`src/atc_defines.svh`:
```
// Register offsets, field positions, reset values and widths for the
// trigger and sampling control block.
// Assumes inclusion by bare name from every file that needs them.
`ifndef ATC_DEFINES_SVH
`define ATC_DEFINES_SVH

// ----------------------------------------------------------------
// Byte offsets of the registers (6-bit local address)
// ----------------------------------------------------------------
`define ATC_OFF_CHAN_EN 6'h00
`define ATC_OFF_DIV 6'h04
`define ATC_OFF_MODE 6'h08
`define ATC_OFF_LVL 6'h0C
`define ATC_OFF_SRC 6'h10
`define ATC_OFF_CNT 6'h14
`define ATC_OFF_STAT 6'h18
`define ATC_OFF_ARM 6'h1C
`define ATC_OFF_CLKSRC 6'h20

// ----------------------------------------------------------------
// Field positions
// ----------------------------------------------------------------
`define ATC_SLOPE_BIT 3
`define ATC_SRC_EXT_BIT 2
`define ATC_ARM_BIT 0
`define ATC_CLRFIFO_BIT 0
`define ATC_TRIGGER_SEEN_CLEAR_BIT 1
`define ATC_ST_DONE_BIT 3
`define ATC_ST_SEEN_BIT 4
`define ATC_ST_ACQ_BIT 5

// ----------------------------------------------------------------
// Reset values
// ----------------------------------------------------------------
`define ATC_RST_CHAN_EN 4'h0
`define ATC_RST_DIV 16'h0002
`define ATC_RST_MODE 3'h0
`define ATC_RST_LVL 8'h80
`define ATC_RST_SRC 3'h0
`define ATC_RST_CNT 16'h0000
`define ATC_RST_SLOPE 1'b0
`define ATC_RST_ARM 1'b0

`endif

```
`src/atc_pkg.sv`:
```
// Types shared by the trigger and sampling control block.
// Assumes nothing of its surroundings.
package atc_pkg;

	// ------------------------------------------------------------
	// Trigger modes
	// ------------------------------------------------------------
	typedef enum logic [2:0] {
		ATC_MODE_SOFT = 3'h0,
		ATC_MODE_POST = 3'h1,
		ATC_MODE_PRE = 3'h2,
		ATC_MODE_DELAY = 3'h3,
		ATC_MODE_MIDDLE = 3'h4
	} atc_mode_t;

	// ------------------------------------------------------------
	// Acquisition sequencer states, one-hot
	// ------------------------------------------------------------
	typedef enum logic [3:0] {
		ATC_ST_OFF = 4'h1,
		ATC_ST_WAIT = 4'h2,
		ATC_ST_ACQ = 4'h4,
		ATC_ST_STOP = 4'h8
	} atc_state_t;

endpackage : atc_pkg

```
`src/atc_clkdiv.sv`:
```
// Sampling clock divider: divides the source clock ticks by an even
// divisor. Assumes src_tick_i is a one-cycle pulse per source clock.
`timescale 1ns/1ps
`include "atc_defines.svh"

module atc_clkdiv (
	input wire logic sys_clk_i,
	input wire logic arst_n_i,
	input wire logic src_tick_i,
	input wire logic [15:0] divisor_i,
	output logic sclk_o,
	output logic rise_o
);

	// ------------------------------------------------------------
	// Half period
	// ------------------------------------------------------------
	logic [14:0] half; // Ticks per half period
	logic [14:0] cnt_r; // Tick counter
	logic wrap; // End of half period

	always_comb begin
		half = divisor_i[15:1];
		// Below the minimum acts as two
		if (half == 15'h0000) begin
			half = 15'h0001;
		end
	end

	assign wrap = (cnt_r >= (half - 15'h0001));

	// ------------------------------------------------------------
	// Counter and output level
	// ------------------------------------------------------------
	// divide source clock
	always_ff @(posedge sys_clk_i or negedge arst_n_i) begin
		if (!arst_n_i) begin
			cnt_r <= 15'h0000;
			sclk_o <= 1'b0;
			rise_o <= 1'b0;
		end else begin
			rise_o <= src_tick_i && wrap && !sclk_o;
			if (src_tick_i) begin
				// Wrap also catches a shrunk divisor
				if (wrap) begin
					cnt_r <= 15'h0000;
					sclk_o <= ~sclk_o;
				end else begin
					cnt_r <= cnt_r + 15'h0001;
				end
			end
		end
	end

	// ------------------------------------------------------------
	// Checks
	// ------------------------------------------------------------
	property p_rise_edge;
		@(posedge sys_clk_i) disable iff (!arst_n_i)
		rise_o |-> (sclk_o && !$past(sclk_o));
	endproperty
	a_rise_edge: assert property (p_rise_edge)
		else $error("rise pulse without clock edge");

	property p_no_stretch;
		@(posedge sys_clk_i) disable iff (!arst_n_i)
		(src_tick_i && divisor_i[15:1] == 15'h0001 && cnt_r == 15'h0000)
		|=> (sclk_o != $past(sclk_o));
	endproperty
	a_no_stretch: assert property (p_no_stretch)
		else $error("divisor two did not toggle each tick");

endmodule : atc_clkdiv

```
`src/atc_top.sv`:
```
// Trigger and sampling control: register port, trigger detection,
// post-trigger counter and acquisition sequencer.
// Assumes a bus target front end delivering whole 32-bit accesses.
//
// Function
// - Whole 32-bit register accesses, bursts allowed
// - Enable bits 0..3 for channels 0..3
// - Sampling clock is source divided by divisor
// - Divisor at least two, low bit zero
// - Mode code selects one of five modes
// - Undefined mode code never acquires
// - Level is offset binary, 0x80 is zero
// - Condition combines level and slope registers
// - Source top bit picks external, else channel
// - Slope clear positive, set negative
// - External trigger uses edges, level ignored
// - Post-trigger counter is sixteen-bit down counter
// - Count register write preloads counter
// - Counter decrements per sample after trigger
// - Counter halts at zero, no wrap
// - Counter sets delay or middle sample count
// - Bits above fields ignored on write
// - Arm bit one arms, zero disables
// - Status bit 3 reports counter zero
// - Trigger seen sticky until software clears
`timescale 1ns/1ps
`include "atc_defines.svh"

module atc_top (
	input wire logic sys_clk_i,
	input wire logic arst_n_i,
	input wire logic [5:0] reg_addr_i,
	input wire logic reg_wr_i,
	input wire logic reg_rd_i,
	input wire logic [31:0] reg_wdata_i,
	input wire logic src_tick_i,
	input wire logic [7:0] chan0_code_i,
	input wire logic [7:0] chan1_code_i,
	input wire logic [7:0] chan2_code_i,
	input wire logic [7:0] chan3_code_i,
	input wire logic external_logic_trigger_i,
	output logic [31:0] reg_rdata_o,
	output logic reg_rvalid_o,
	output logic [3:0] chan_enable_o,
	output logic sample_clk_o,
	output logic sample_strobe_o,
	output logic acquiring_o,
	output logic trigger_seen_flag_o,
	output logic after_count_done_o,
	output logic fifo_clear_o
);

	// ------------------------------------------------------------
	// Register storage
	// ------------------------------------------------------------
	logic input0_on_r, input1_on_r, input2_on_r, input3_on_r;
	logic [15:0] divisor_value_r; // Sampling divisor
	logic [2:0] trigger_mode_code_r; // Trigger mode
	logic [7:0] trigger_threshold_code_r; // Offset binary level
	logic [2:0] trigger_origin_code_r; // Trigger source
	logic trigger_direction_r; // 0 rising, 1 falling
	logic acquisition_arm_bit_r; // Armed
	logic [15:0] cnt_r; // Post-trigger counter
	logic [15:0] cnt_nxt;
	logic trig_met_r; // Trigger met this run
	logic [7:0] prev_code_r; // Previous selected sample
	logic ext_prev_r; // Previous external level
	logic sclk_rise; // Sampling clock rising
	logic sclk_lvl;
	logic [15:0] wdata_lo; // Low half of write data
	atc_pkg::atc_state_t state_r, state_nxt;

	// ------------------------------------------------------------
	// Write decode
	// ------------------------------------------------------------
	logic wr_chen, wr_div, wr_mode, wr_lvl, wr_src, wr_cnt;
	logic wr_stat, wr_arm;
	logic trg_clear; // Clear request for seen flag

	always_comb begin
		wr_chen = 1'b0;
		wr_div = 1'b0;
		wr_mode = 1'b0;
		wr_lvl = 1'b0;
		wr_src = 1'b0;
		wr_cnt = 1'b0;
		wr_stat = 1'b0;
		wr_arm = 1'b0;
		if (!reg_wr_i) begin
			// No write this cycle
		end else if (reg_addr_i == `ATC_OFF_CHAN_EN) begin
			wr_chen = 1'b1;
		end else if (reg_addr_i == `ATC_OFF_DIV) begin
			wr_div = 1'b1;
		end else if (reg_addr_i == `ATC_OFF_MODE) begin
			wr_mode = 1'b1;
		end else if (reg_addr_i == `ATC_OFF_LVL) begin
			wr_lvl = 1'b1;
		end else if (reg_addr_i == `ATC_OFF_SRC) begin
			wr_src = 1'b1;
		end else if (reg_addr_i == `ATC_OFF_CNT) begin
			wr_cnt = 1'b1;
		end else if (reg_addr_i == `ATC_OFF_STAT) begin
			wr_stat = 1'b1;
		end else if (reg_addr_i == `ATC_OFF_ARM) begin
			wr_arm = 1'b1;
		end
		// Clock source and unmapped writes are dropped
	end

	assign wdata_lo = reg_wdata_i[15:0];
	assign trg_clear = wr_stat && reg_wdata_i[`ATC_TRIGGER_SEEN_CLEAR_BIT];

	// ------------------------------------------------------------
	// Configuration registers
	// ------------------------------------------------------------
	// upper bits ignored
	always_ff @(posedge sys_clk_i or negedge arst_n_i) begin
		if (!arst_n_i) begin
			{input3_on_r, input2_on_r, input1_on_r, input0_on_r}
				<= `ATC_RST_CHAN_EN;
			divisor_value_r <= `ATC_RST_DIV;
			trigger_mode_code_r <= `ATC_RST_MODE;
			trigger_threshold_code_r <= `ATC_RST_LVL;
			trigger_origin_code_r <= `ATC_RST_SRC;
			trigger_direction_r <= `ATC_RST_SLOPE;
			acquisition_arm_bit_r <= `ATC_RST_ARM;
		end else begin
			if (wr_chen) begin
				{input3_on_r, input2_on_r, input1_on_r, input0_on_r}
					<= reg_wdata_i[3:0];
			end
			if (wr_div) begin
				divisor_value_r <= wdata_lo;
			end
			if (wr_mode) begin
				trigger_mode_code_r <= reg_wdata_i[2:0];
			end
			if (wr_lvl) begin
				trigger_threshold_code_r <= reg_wdata_i[7:0];
			end
			if (wr_src) begin
				trigger_origin_code_r <= reg_wdata_i[2:0];
				trigger_direction_r <= reg_wdata_i[`ATC_SLOPE_BIT];
			end
			if (wr_arm) begin
				acquisition_arm_bit_r <= reg_wdata_i[`ATC_ARM_BIT];
			end
		end
	end

	// ------------------------------------------------------------
	// Sampling clock divider
	// ------------------------------------------------------------
	atc_clkdiv u_clkdiv (
		.sys_clk_i(sys_clk_i),
		.arst_n_i(arst_n_i),
		.src_tick_i(src_tick_i),
		.divisor_i(divisor_value_r),
		.sclk_o(sclk_lvl),
		.rise_o(sclk_rise)
	);

	// ------------------------------------------------------------
	// Trigger condition
	// ------------------------------------------------------------
	logic [7:0] sel_code; // Selected channel sample
	logic cond; // Raw trigger condition
	logic mode_legal;
	logic trig_window; // Trigger may be taken now
	logic trig_evt; // Trigger accepted

	always_comb begin
		case (trigger_origin_code_r[1:0])
			2'h0: sel_code = chan0_code_i;
			2'h1: sel_code = chan1_code_i;
			2'h2: sel_code = chan2_code_i;
			default: sel_code = chan3_code_i;
		endcase
	end

	always_comb begin
		cond = 1'b0;
		if (trigger_origin_code_r[`ATC_SRC_EXT_BIT]) begin
			if (trigger_direction_r) begin
				cond = ext_prev_r && !external_logic_trigger_i;
			end else begin
				cond = !ext_prev_r && external_logic_trigger_i;
			end
		end else if (sclk_rise) begin
			if (trigger_direction_r) begin
				cond = (prev_code_r >= trigger_threshold_code_r) &&
					(sel_code < trigger_threshold_code_r);
			end else begin
				cond = (prev_code_r < trigger_threshold_code_r) &&
					(sel_code >= trigger_threshold_code_r);
			end
		end
	end

	// History of the trigger inputs
	always_ff @(posedge sys_clk_i or negedge arst_n_i) begin
		if (!arst_n_i) begin
			prev_code_r <= 8'h00;
			ext_prev_r <= 1'b0;
		end else begin
			ext_prev_r <= external_logic_trigger_i;
			if (sclk_rise) begin
				prev_code_r <= sel_code;
			end
		end
	end

	assign mode_legal = (trigger_mode_code_r <= 3'h4);

	// Trigger counts only once per run and not in software mode
	always_comb begin
		trig_window = 1'b0;
		if (!trig_met_r) begin
			if (state_r == atc_pkg::ATC_ST_WAIT) begin
				trig_window = 1'b1;
			end else if (state_r == atc_pkg::ATC_ST_ACQ) begin
				trig_window =
					(trigger_mode_code_r == atc_pkg::ATC_MODE_PRE) ||
					(trigger_mode_code_r == atc_pkg::ATC_MODE_MIDDLE);
			end
		end
	end

	assign trig_evt = trig_window && cond;

	// ------------------------------------------------------------
	// Trigger flags
	// ------------------------------------------------------------
	// sticky, set wins
	always_ff @(posedge sys_clk_i or negedge arst_n_i) begin
		if (!arst_n_i) begin
			trigger_seen_flag_o <= 1'b0;
			trig_met_r <= 1'b0;
		end else begin
			if (trig_evt) begin
				trigger_seen_flag_o <= 1'b1;
			end else if (trg_clear) begin
				trigger_seen_flag_o <= 1'b0;
			end
			if (state_r == atc_pkg::ATC_ST_OFF) begin
				trig_met_r <= 1'b0;
			end else if (trig_evt) begin
				trig_met_r <= 1'b1;
			end
		end
	end

	// ------------------------------------------------------------
	// Post-trigger counter
	// ------------------------------------------------------------
	// sixteen-bit down count
	always_comb begin
		cnt_nxt = cnt_r;
		if (wr_cnt) begin
			cnt_nxt = wdata_lo;
		end else if (trig_met_r && sclk_rise && cnt_r != 16'h0000) begin
			cnt_nxt = cnt_r - 16'h0001;
		end
	end

	always_ff @(posedge sys_clk_i or negedge arst_n_i) begin
		if (!arst_n_i) begin
			cnt_r <= `ATC_RST_CNT;
			after_count_done_o <= 1'b1;
		end else begin
			cnt_r <= cnt_nxt;
			after_count_done_o <= (cnt_nxt == 16'h0000);
		end
	end

	// ------------------------------------------------------------
	// Acquisition sequencer
	// ------------------------------------------------------------
	always_comb begin
		state_nxt = state_r;
		case (state_r)
			atc_pkg::ATC_ST_OFF: begin
				if (acquisition_arm_bit_r && mode_legal) begin
					if (trigger_mode_code_r == atc_pkg::ATC_MODE_POST ||
						trigger_mode_code_r == atc_pkg::ATC_MODE_DELAY) begin
						state_nxt = atc_pkg::ATC_ST_WAIT;
					end else begin
						state_nxt = atc_pkg::ATC_ST_ACQ;
					end
				end
			end
			atc_pkg::ATC_ST_WAIT: begin
				if (trigger_mode_code_r == atc_pkg::ATC_MODE_POST) begin
					if (trig_evt) begin
						state_nxt = atc_pkg::ATC_ST_ACQ;
					end
				end else if (trig_met_r && cnt_r == 16'h0000) begin
					state_nxt = atc_pkg::ATC_ST_ACQ;
				end
			end
			atc_pkg::ATC_ST_ACQ: begin
				if (trigger_mode_code_r == atc_pkg::ATC_MODE_PRE) begin
					if (trig_evt) begin
						state_nxt = atc_pkg::ATC_ST_STOP;
					end
				end else if (trigger_mode_code_r ==
					atc_pkg::ATC_MODE_MIDDLE) begin
					if (trig_met_r && cnt_r == 16'h0000) begin
						state_nxt = atc_pkg::ATC_ST_STOP;
					end
				end
			end
			atc_pkg::ATC_ST_STOP: begin
				// Held until disarmed or the mode code becomes undefined
			end
			default: state_nxt = atc_pkg::ATC_ST_OFF;
		endcase
		if (!acquisition_arm_bit_r || !mode_legal) begin
			state_nxt = atc_pkg::ATC_ST_OFF;
		end
	end

	// State register and sampling outputs
	always_ff @(posedge sys_clk_i or negedge arst_n_i) begin
		if (!arst_n_i) begin
			state_r <= atc_pkg::ATC_ST_OFF;
			acquiring_o <= 1'b0;
			sample_strobe_o <= 1'b0;
			sample_clk_o <= 1'b0;
			chan_enable_o <= `ATC_RST_CHAN_EN;
		end else begin
			state_r <= state_nxt;
			acquiring_o <= (state_nxt == atc_pkg::ATC_ST_ACQ);
			sample_strobe_o <= sclk_rise &&
				(state_r == atc_pkg::ATC_ST_ACQ);
			sample_clk_o <= sclk_lvl;
			chan_enable_o <= {input3_on_r, input2_on_r,
				input1_on_r, input0_on_r};
		end
	end

	// ------------------------------------------------------------
	// Read port and control pulses
	// ------------------------------------------------------------
	// full word reads
	always_ff @(posedge sys_clk_i or negedge arst_n_i) begin
		if (!arst_n_i) begin
			reg_rdata_o <= 32'h00000000;
			reg_rvalid_o <= 1'b0;
			fifo_clear_o <= 1'b0;
		end else begin
			reg_rvalid_o <= reg_rd_i;
			fifo_clear_o <= wr_stat && reg_wdata_i[`ATC_CLRFIFO_BIT];
			reg_rdata_o <= 32'h00000000;
			// Only status is readable; others read zero
			if (reg_rd_i && reg_addr_i == `ATC_OFF_STAT) begin
				reg_rdata_o[`ATC_ST_DONE_BIT] <= after_count_done_o;
				reg_rdata_o[`ATC_ST_SEEN_BIT] <= trigger_seen_flag_o;
				reg_rdata_o[`ATC_ST_ACQ_BIT] <= acquiring_o;
			end
		end
	end

	// ------------------------------------------------------------
	// Checks
	// ------------------------------------------------------------
	property p_preload;
		@(posedge sys_clk_i) disable iff (!arst_n_i)
		wr_cnt |=> (cnt_r == $past(wdata_lo));
	endproperty
	a_preload: assert property (p_preload)
		else $error("counter not preloaded");

	property p_halt;
		@(posedge sys_clk_i) disable iff (!arst_n_i)
		(cnt_r == 16'h0000 && !wr_cnt) |=> (cnt_r == 16'h0000);
	endproperty
	a_halt: assert property (p_halt)
		else $error("counter left zero without preload");

	property p_dec;
		@(posedge sys_clk_i) disable iff (!arst_n_i)
		(trig_met_r && sclk_rise && cnt_r != 16'h0000 && !wr_cnt)
		|=> (cnt_r == $past(cnt_r) - 16'h0001);
	endproperty
	a_dec: assert property (p_dec)
		else $error("counter did not decrement");

	property p_illegal;
		@(posedge sys_clk_i) disable iff (!arst_n_i)
		!mode_legal |=> !acquiring_o;
	endproperty
	a_illegal: assert property (p_illegal)
		else $error("acquiring in undefined mode");

	property p_seen_hold;
		@(posedge sys_clk_i) disable iff (!arst_n_i)
		(trigger_seen_flag_o && !trg_clear) |=> trigger_seen_flag_o;
	endproperty
	a_seen_hold: assert property (p_seen_hold)
		else $error("trigger flag dropped without clear");

	property p_seen_set;
		@(posedge sys_clk_i) disable iff (!arst_n_i)
		trig_evt |=> trigger_seen_flag_o;
	endproperty
	a_seen_set: assert property (p_seen_set)
		else $error("trigger event lost");

	property p_soft_start;
		@(posedge sys_clk_i) disable iff (!arst_n_i)
		(state_r == atc_pkg::ATC_ST_OFF && acquisition_arm_bit_r &&
			trigger_mode_code_r == atc_pkg::ATC_MODE_SOFT)
		|=> acquiring_o;
	endproperty
	a_soft_start: assert property (p_soft_start)
		else $error("software mode did not start");

	property p_chen;
		@(posedge sys_clk_i) disable iff (!arst_n_i)
		wr_chen |=> ##1 (chan_enable_o == $past(reg_wdata_i[3:0], 2));
	endproperty
	a_chen: assert property (p_chen)
		else $error("channel enables wrong");

	property p_done;
		@(posedge sys_clk_i) disable iff (!arst_n_i)
		after_count_done_o == (cnt_r == 16'h0000);
	endproperty
	a_done: assert property (p_done)
		else $error("zero flag disagrees with counter");

	property p_ext_edge;
		@(posedge sys_clk_i) disable iff (!arst_n_i)
		(trig_evt && trigger_origin_code_r[`ATC_SRC_EXT_BIT]) |->
		(external_logic_trigger_i != ext_prev_r) &&
		(external_logic_trigger_i == !trigger_direction_r);
	endproperty
	a_ext_edge: assert property (p_ext_edge)
		else $error("external trigger on wrong edge");

endmodule : atc_top

```
`config.mk`:
```
export PLATFORM = sky130hd
export DESIGN_NAME = atc_top
export DESIGN_NICKNAME = d
export VERILOG_FILES = /design/src/atc_pkg.sv /design/src/atc_clkdiv.sv /design/src/atc_top.sv
export VERILOG_INCLUDE_DIRS = /design/src
export SDC_FILE = /design/constraint.sdc
export NUM_CORES = 1
export LEC_CHECK = 0
export BUFFER_PORTS_ARGS = -buffer_cell sky130_fd_sc_hd__buf_2
export CAP_MARGIN = 20
export CELL_PAD_IN_SITES_DETAIL_PLACEMENT = 0
export CELL_PAD_IN_SITES_GLOBAL_PLACEMENT = 1
export CORE_MARGIN = 4
export CORE_UTILIZATION = 48
export CTS_BUF_LIST = sky130_fd_sc_hd__clkbuf_8
export CTS_CLUSTER_DIAMETER = 200
export DETAILED_ROUTE_END_ITERATION = 8
export PLACE_DENSITY = 0.95
export SYNTH_ARGS = -nofsm -noshare
export SYNTH_HDL_FRONTEND = slang
export SYNTH_SLANG_ARGS = --single-unit
```
`constraint.sdc`:
```
create_clock -name sys_clk_i -period 13.2 [get_ports sys_clk_i]
set_input_delay 2.64 -clock sys_clk_i [delete_from_list [all_inputs] [get_ports sys_clk_i]]
set_output_delay 2.64 -clock sys_clk_i [all_outputs]
set_load 0.02 [all_outputs]
```
==> reports/qor.csv <==
stage,metric,value,unit
route,drt-initial-drc-count,231,
synth,ys_top_cells_by_count,"dfrtp_1 (92), mux2_2 (43), ha_1 (35)",
setup_path,worstSetupPathType,input pin to flop,
place,detailed_place_hpwl,10300,um
setup_path,worstPathCellList,buf_2 -> mux4_2 -> ha_1 -> nand2b_1 -> a21oi_1 -> o21ai_0 -> nor2b_1 -> o41a_1 -> o311ai_0 -> a211oi_1,
outcome,status,finished clean,
synth,synth_area,5830,um2
global_routing,grt_start_max_net_pins,81,
power,leakagePower,2.95,nW
synth,synth-seq-area-share,41.3,%
layout,finish.utilization,55.4,%
cts,clk_latency,0.38,ns
sta,fin_tns_setup,0,ns
sta,worstMarginPinSlew,0.739,ns
power,powerDensity,137,nW/um2
cts,clockBufferDepth,2,
cts,cts_setup_buffers,0,
setup_path,slowest_delay,0.56,ns
route,avgRoutedWirePerCell,17.0,um
cts,clock_sink_count,96,
sta,clock.fmax,0.200,GHz
setup_path,crit_fanout,4,
flow_run,drv_cap,0,
setup_path,reg2reg_slack,8.35,ns
synth,ys_seq_elements,96,
layout,syn_to_final_growth,10.8,%
route,vias,4513,
worst_hold_path,hold_path_class,flop to flop,
cts,ctsResizeCount,0,
synth,synth_top_area_share,39.5,%
layout,antenna_cells,0,
synth,synth-edff-count,0,
route,first_pass_iters,4,
cts,clk_pin_slew,0.11,ns
floorplanning,die_y,118,um
layout,drive_gt1_share,25.5,%
global_routing,antenna_found_initial,0,
sta,slew_headroom,50.5,%
sta,setup_viol,0,
cts,cts_buffers,9,
floorplanning,dieArea,14000,um2
worst_hold_path,min_path_cells,0,
route,via_per_inst,5.75,
synth,synth-async-reset-ratio,100,%
synth,synth.most_common_cell,dfrtp_1,
setup_path,critPathSlowestCell,o311ai_0,
synth,yosysTopAreaCell,dfrtp_1,
global_routing,gr-total-overflow,0,
cts,holdBufCountCts,0,
sta,slew_viol_final,0,
worst_hold_path,holdPathEnd,chan_enable_o[3],
sta,min_period_over_period,37.9,%
setup_path,worstPathRequired,13.44,ns
sta,final_hold_viol_count,0,
setup_path,r2r-start,divisor_value_r[7],
power,ir_drop,0.0000565,V
place,portBuffers,73,
sta,worst_clock_skew,0.0122,ns
layout,fill_cells,1016,
setup_path,cp-start-kind,input pin,
setup_path,timing.rr.end,u_clkdiv.cnt_r[0],
floorplanning,rows,39,
setup_path,crit_arrival,5.24,ns
route,wirelength,13300,um
floorplanning,pin_count,119,
floorplanning,core,11700,um2
sta,rsz0062_at_grt,no,
sta,post-route-min-period,5.00,ns
synth,yosys_warnings,0,
place,gp_congestion,0.913,
synth,synthDistinctLibCells,61,
synth,synth_area_leaders,"dfrtp_1 (39%), mux2_2 (8.3%), ha_1 (7.5%)",
setup_path,cp-end-kind,flop,
global_routing,grt_pass1_vias,4573,
cts,cts.htree.levels,3,
global_routing,grt_pass1_wl,22100,um
route,detail-route-antenna-nets,0,
synth,netlist_instances,563,
floorplanning,start_util,50.0,%
synth,avgSynthCellArea,10.4,um2
route,drc,0,
cts,clock_tree.root_cell,clkbuf_8,
worst_hold_path,hold_start,input3_on_r,
global_routing,track_usage,19.1,%
cts,tritoncts,yes,
synth,synth-main-ff-cell,dfrtp_1,
setup_path,r2r_cells,17,
layout,fin_nets,748,
floorplanning,fp.dieW,118,um
## final cells by class
cell class	count	area, um2	area share, %
inverters	20	75.1	1.16
multi-input cells	434	3190	49.4
repair buffers	76	408	6.31
clock buffers	9	124	1.92
well taps	143	179	2.77
clock inverters	7	75.1	1.16
flip-flops and latches	96	2410	37.3
## worst max path at each step
| stage | from | to | slack, ns | depth (start not counted) |
|---|---|---|---|---|
| after floorplan | chan3_code_i[3] | acquiring_o | 8.35 | 9 |
| after global placement | chan3_code_i[2] | acquiring_o | 7.89 | 10 |
| after detailed placement | chan3_code_i[2] | acquiring_o | 7.81 | 10 |
| after CTS | divisor_value_r[7] | u_clkdiv.rise_o | 7.87 | 17 |
| after global routing | divisor_value_r[7] | u_clkdiv.cnt_r[0] | 7.94 | 17 |
| final | chan3_code_i[1] | acquiring_o | 8.20 | 10 |
## where the power goes
| group | internal, mW | leakage [nW] | total (mW) | switching, mW |
|---|---|---|---|---|
| combinational | 0.137 | 1.64 | 0.294 | 0.157 |
| clock | 0.0750 | 0.0985 | 0.195 | 0.120 |
| sequential | 0.344 | 1.21 | 0.396 | 0.0523 |
| total | 0.556 | 2.95 | 0.886 | 0.329 |
## registers in the layout, indices dropped and copies added (netlist names), 3 cells and up
name / flops
reg_rdata_o: 3
trigger_origin_code_r: 3
u_clkdiv.cnt_r: 15
trigger_mode_code_r: 3
trigger_threshold_code_r: 8
cnt_r: 16
state_r: 4
chan_enable_o: 4
prev_code_r: 8
divisor_value_r: 15
## cells by family (layout without fill, tap and decap cells)
family	Yosys count	after routing	share of synthesized area [%]
buffers and inverters	61	112	5.79
flip-flops	96	96	41.3
multiplexers	51	51	11.4
XOR/XNOR	30	30	4.50
other	1	29	0.0643
AND/OR/NAND/NOR	200	200	19.5
AO/OA/AOI/OAI	89	89	9.95
adder cells (fa/ha/maj)	35	35	7.51
## layout by cell type, fill, tap and decap left out, types with 16 or more instances in the layout
cell type and instances:
dfrtp_1 92, buf_2 73, mux2_2 43, ha_1 35
nor2_1 32, nand2_1 32, conb_1 29, o21ai_0 23
and2_1 21, inv_1 20, a21oi_1 20, nand3_1 16
## worst max-delay path: cells and delay by family
kind	cells	cell delay [ns]
mux	1	0.49
simple gates	2	0.21
compound gates	5	1.48
buf+inv	1	0.09
fa+ha+maj	1	0.32
## per-layer routing
metal	global-route usage, %	vias to the layer above	routed length [um]
met5	0	-	0
met4	7.69	0	252
met3	2.44	21	641
met2	33.8	115	6970
met1	23.8	2232	5480
li1	-	2145	-
## metrics by stage
stage	instance area, um2	worst slack, ns	instances	power [mW]	hold WS [ns]
2_1_floorplan	5940	8.35	591	0.609	0.349
3_3_place_gp	6230	7.89	767	0.667	0.358
3_5_place_dp	6230	7.81	767	0.691	0.365
4_1_cts	6430	7.87	783	0.886	0.389
5_1_grt	6460	7.94	785	0.949	0.407
6_report	6460	8.20	785	0.886	0.390
(Power assumes the default switching activity.)
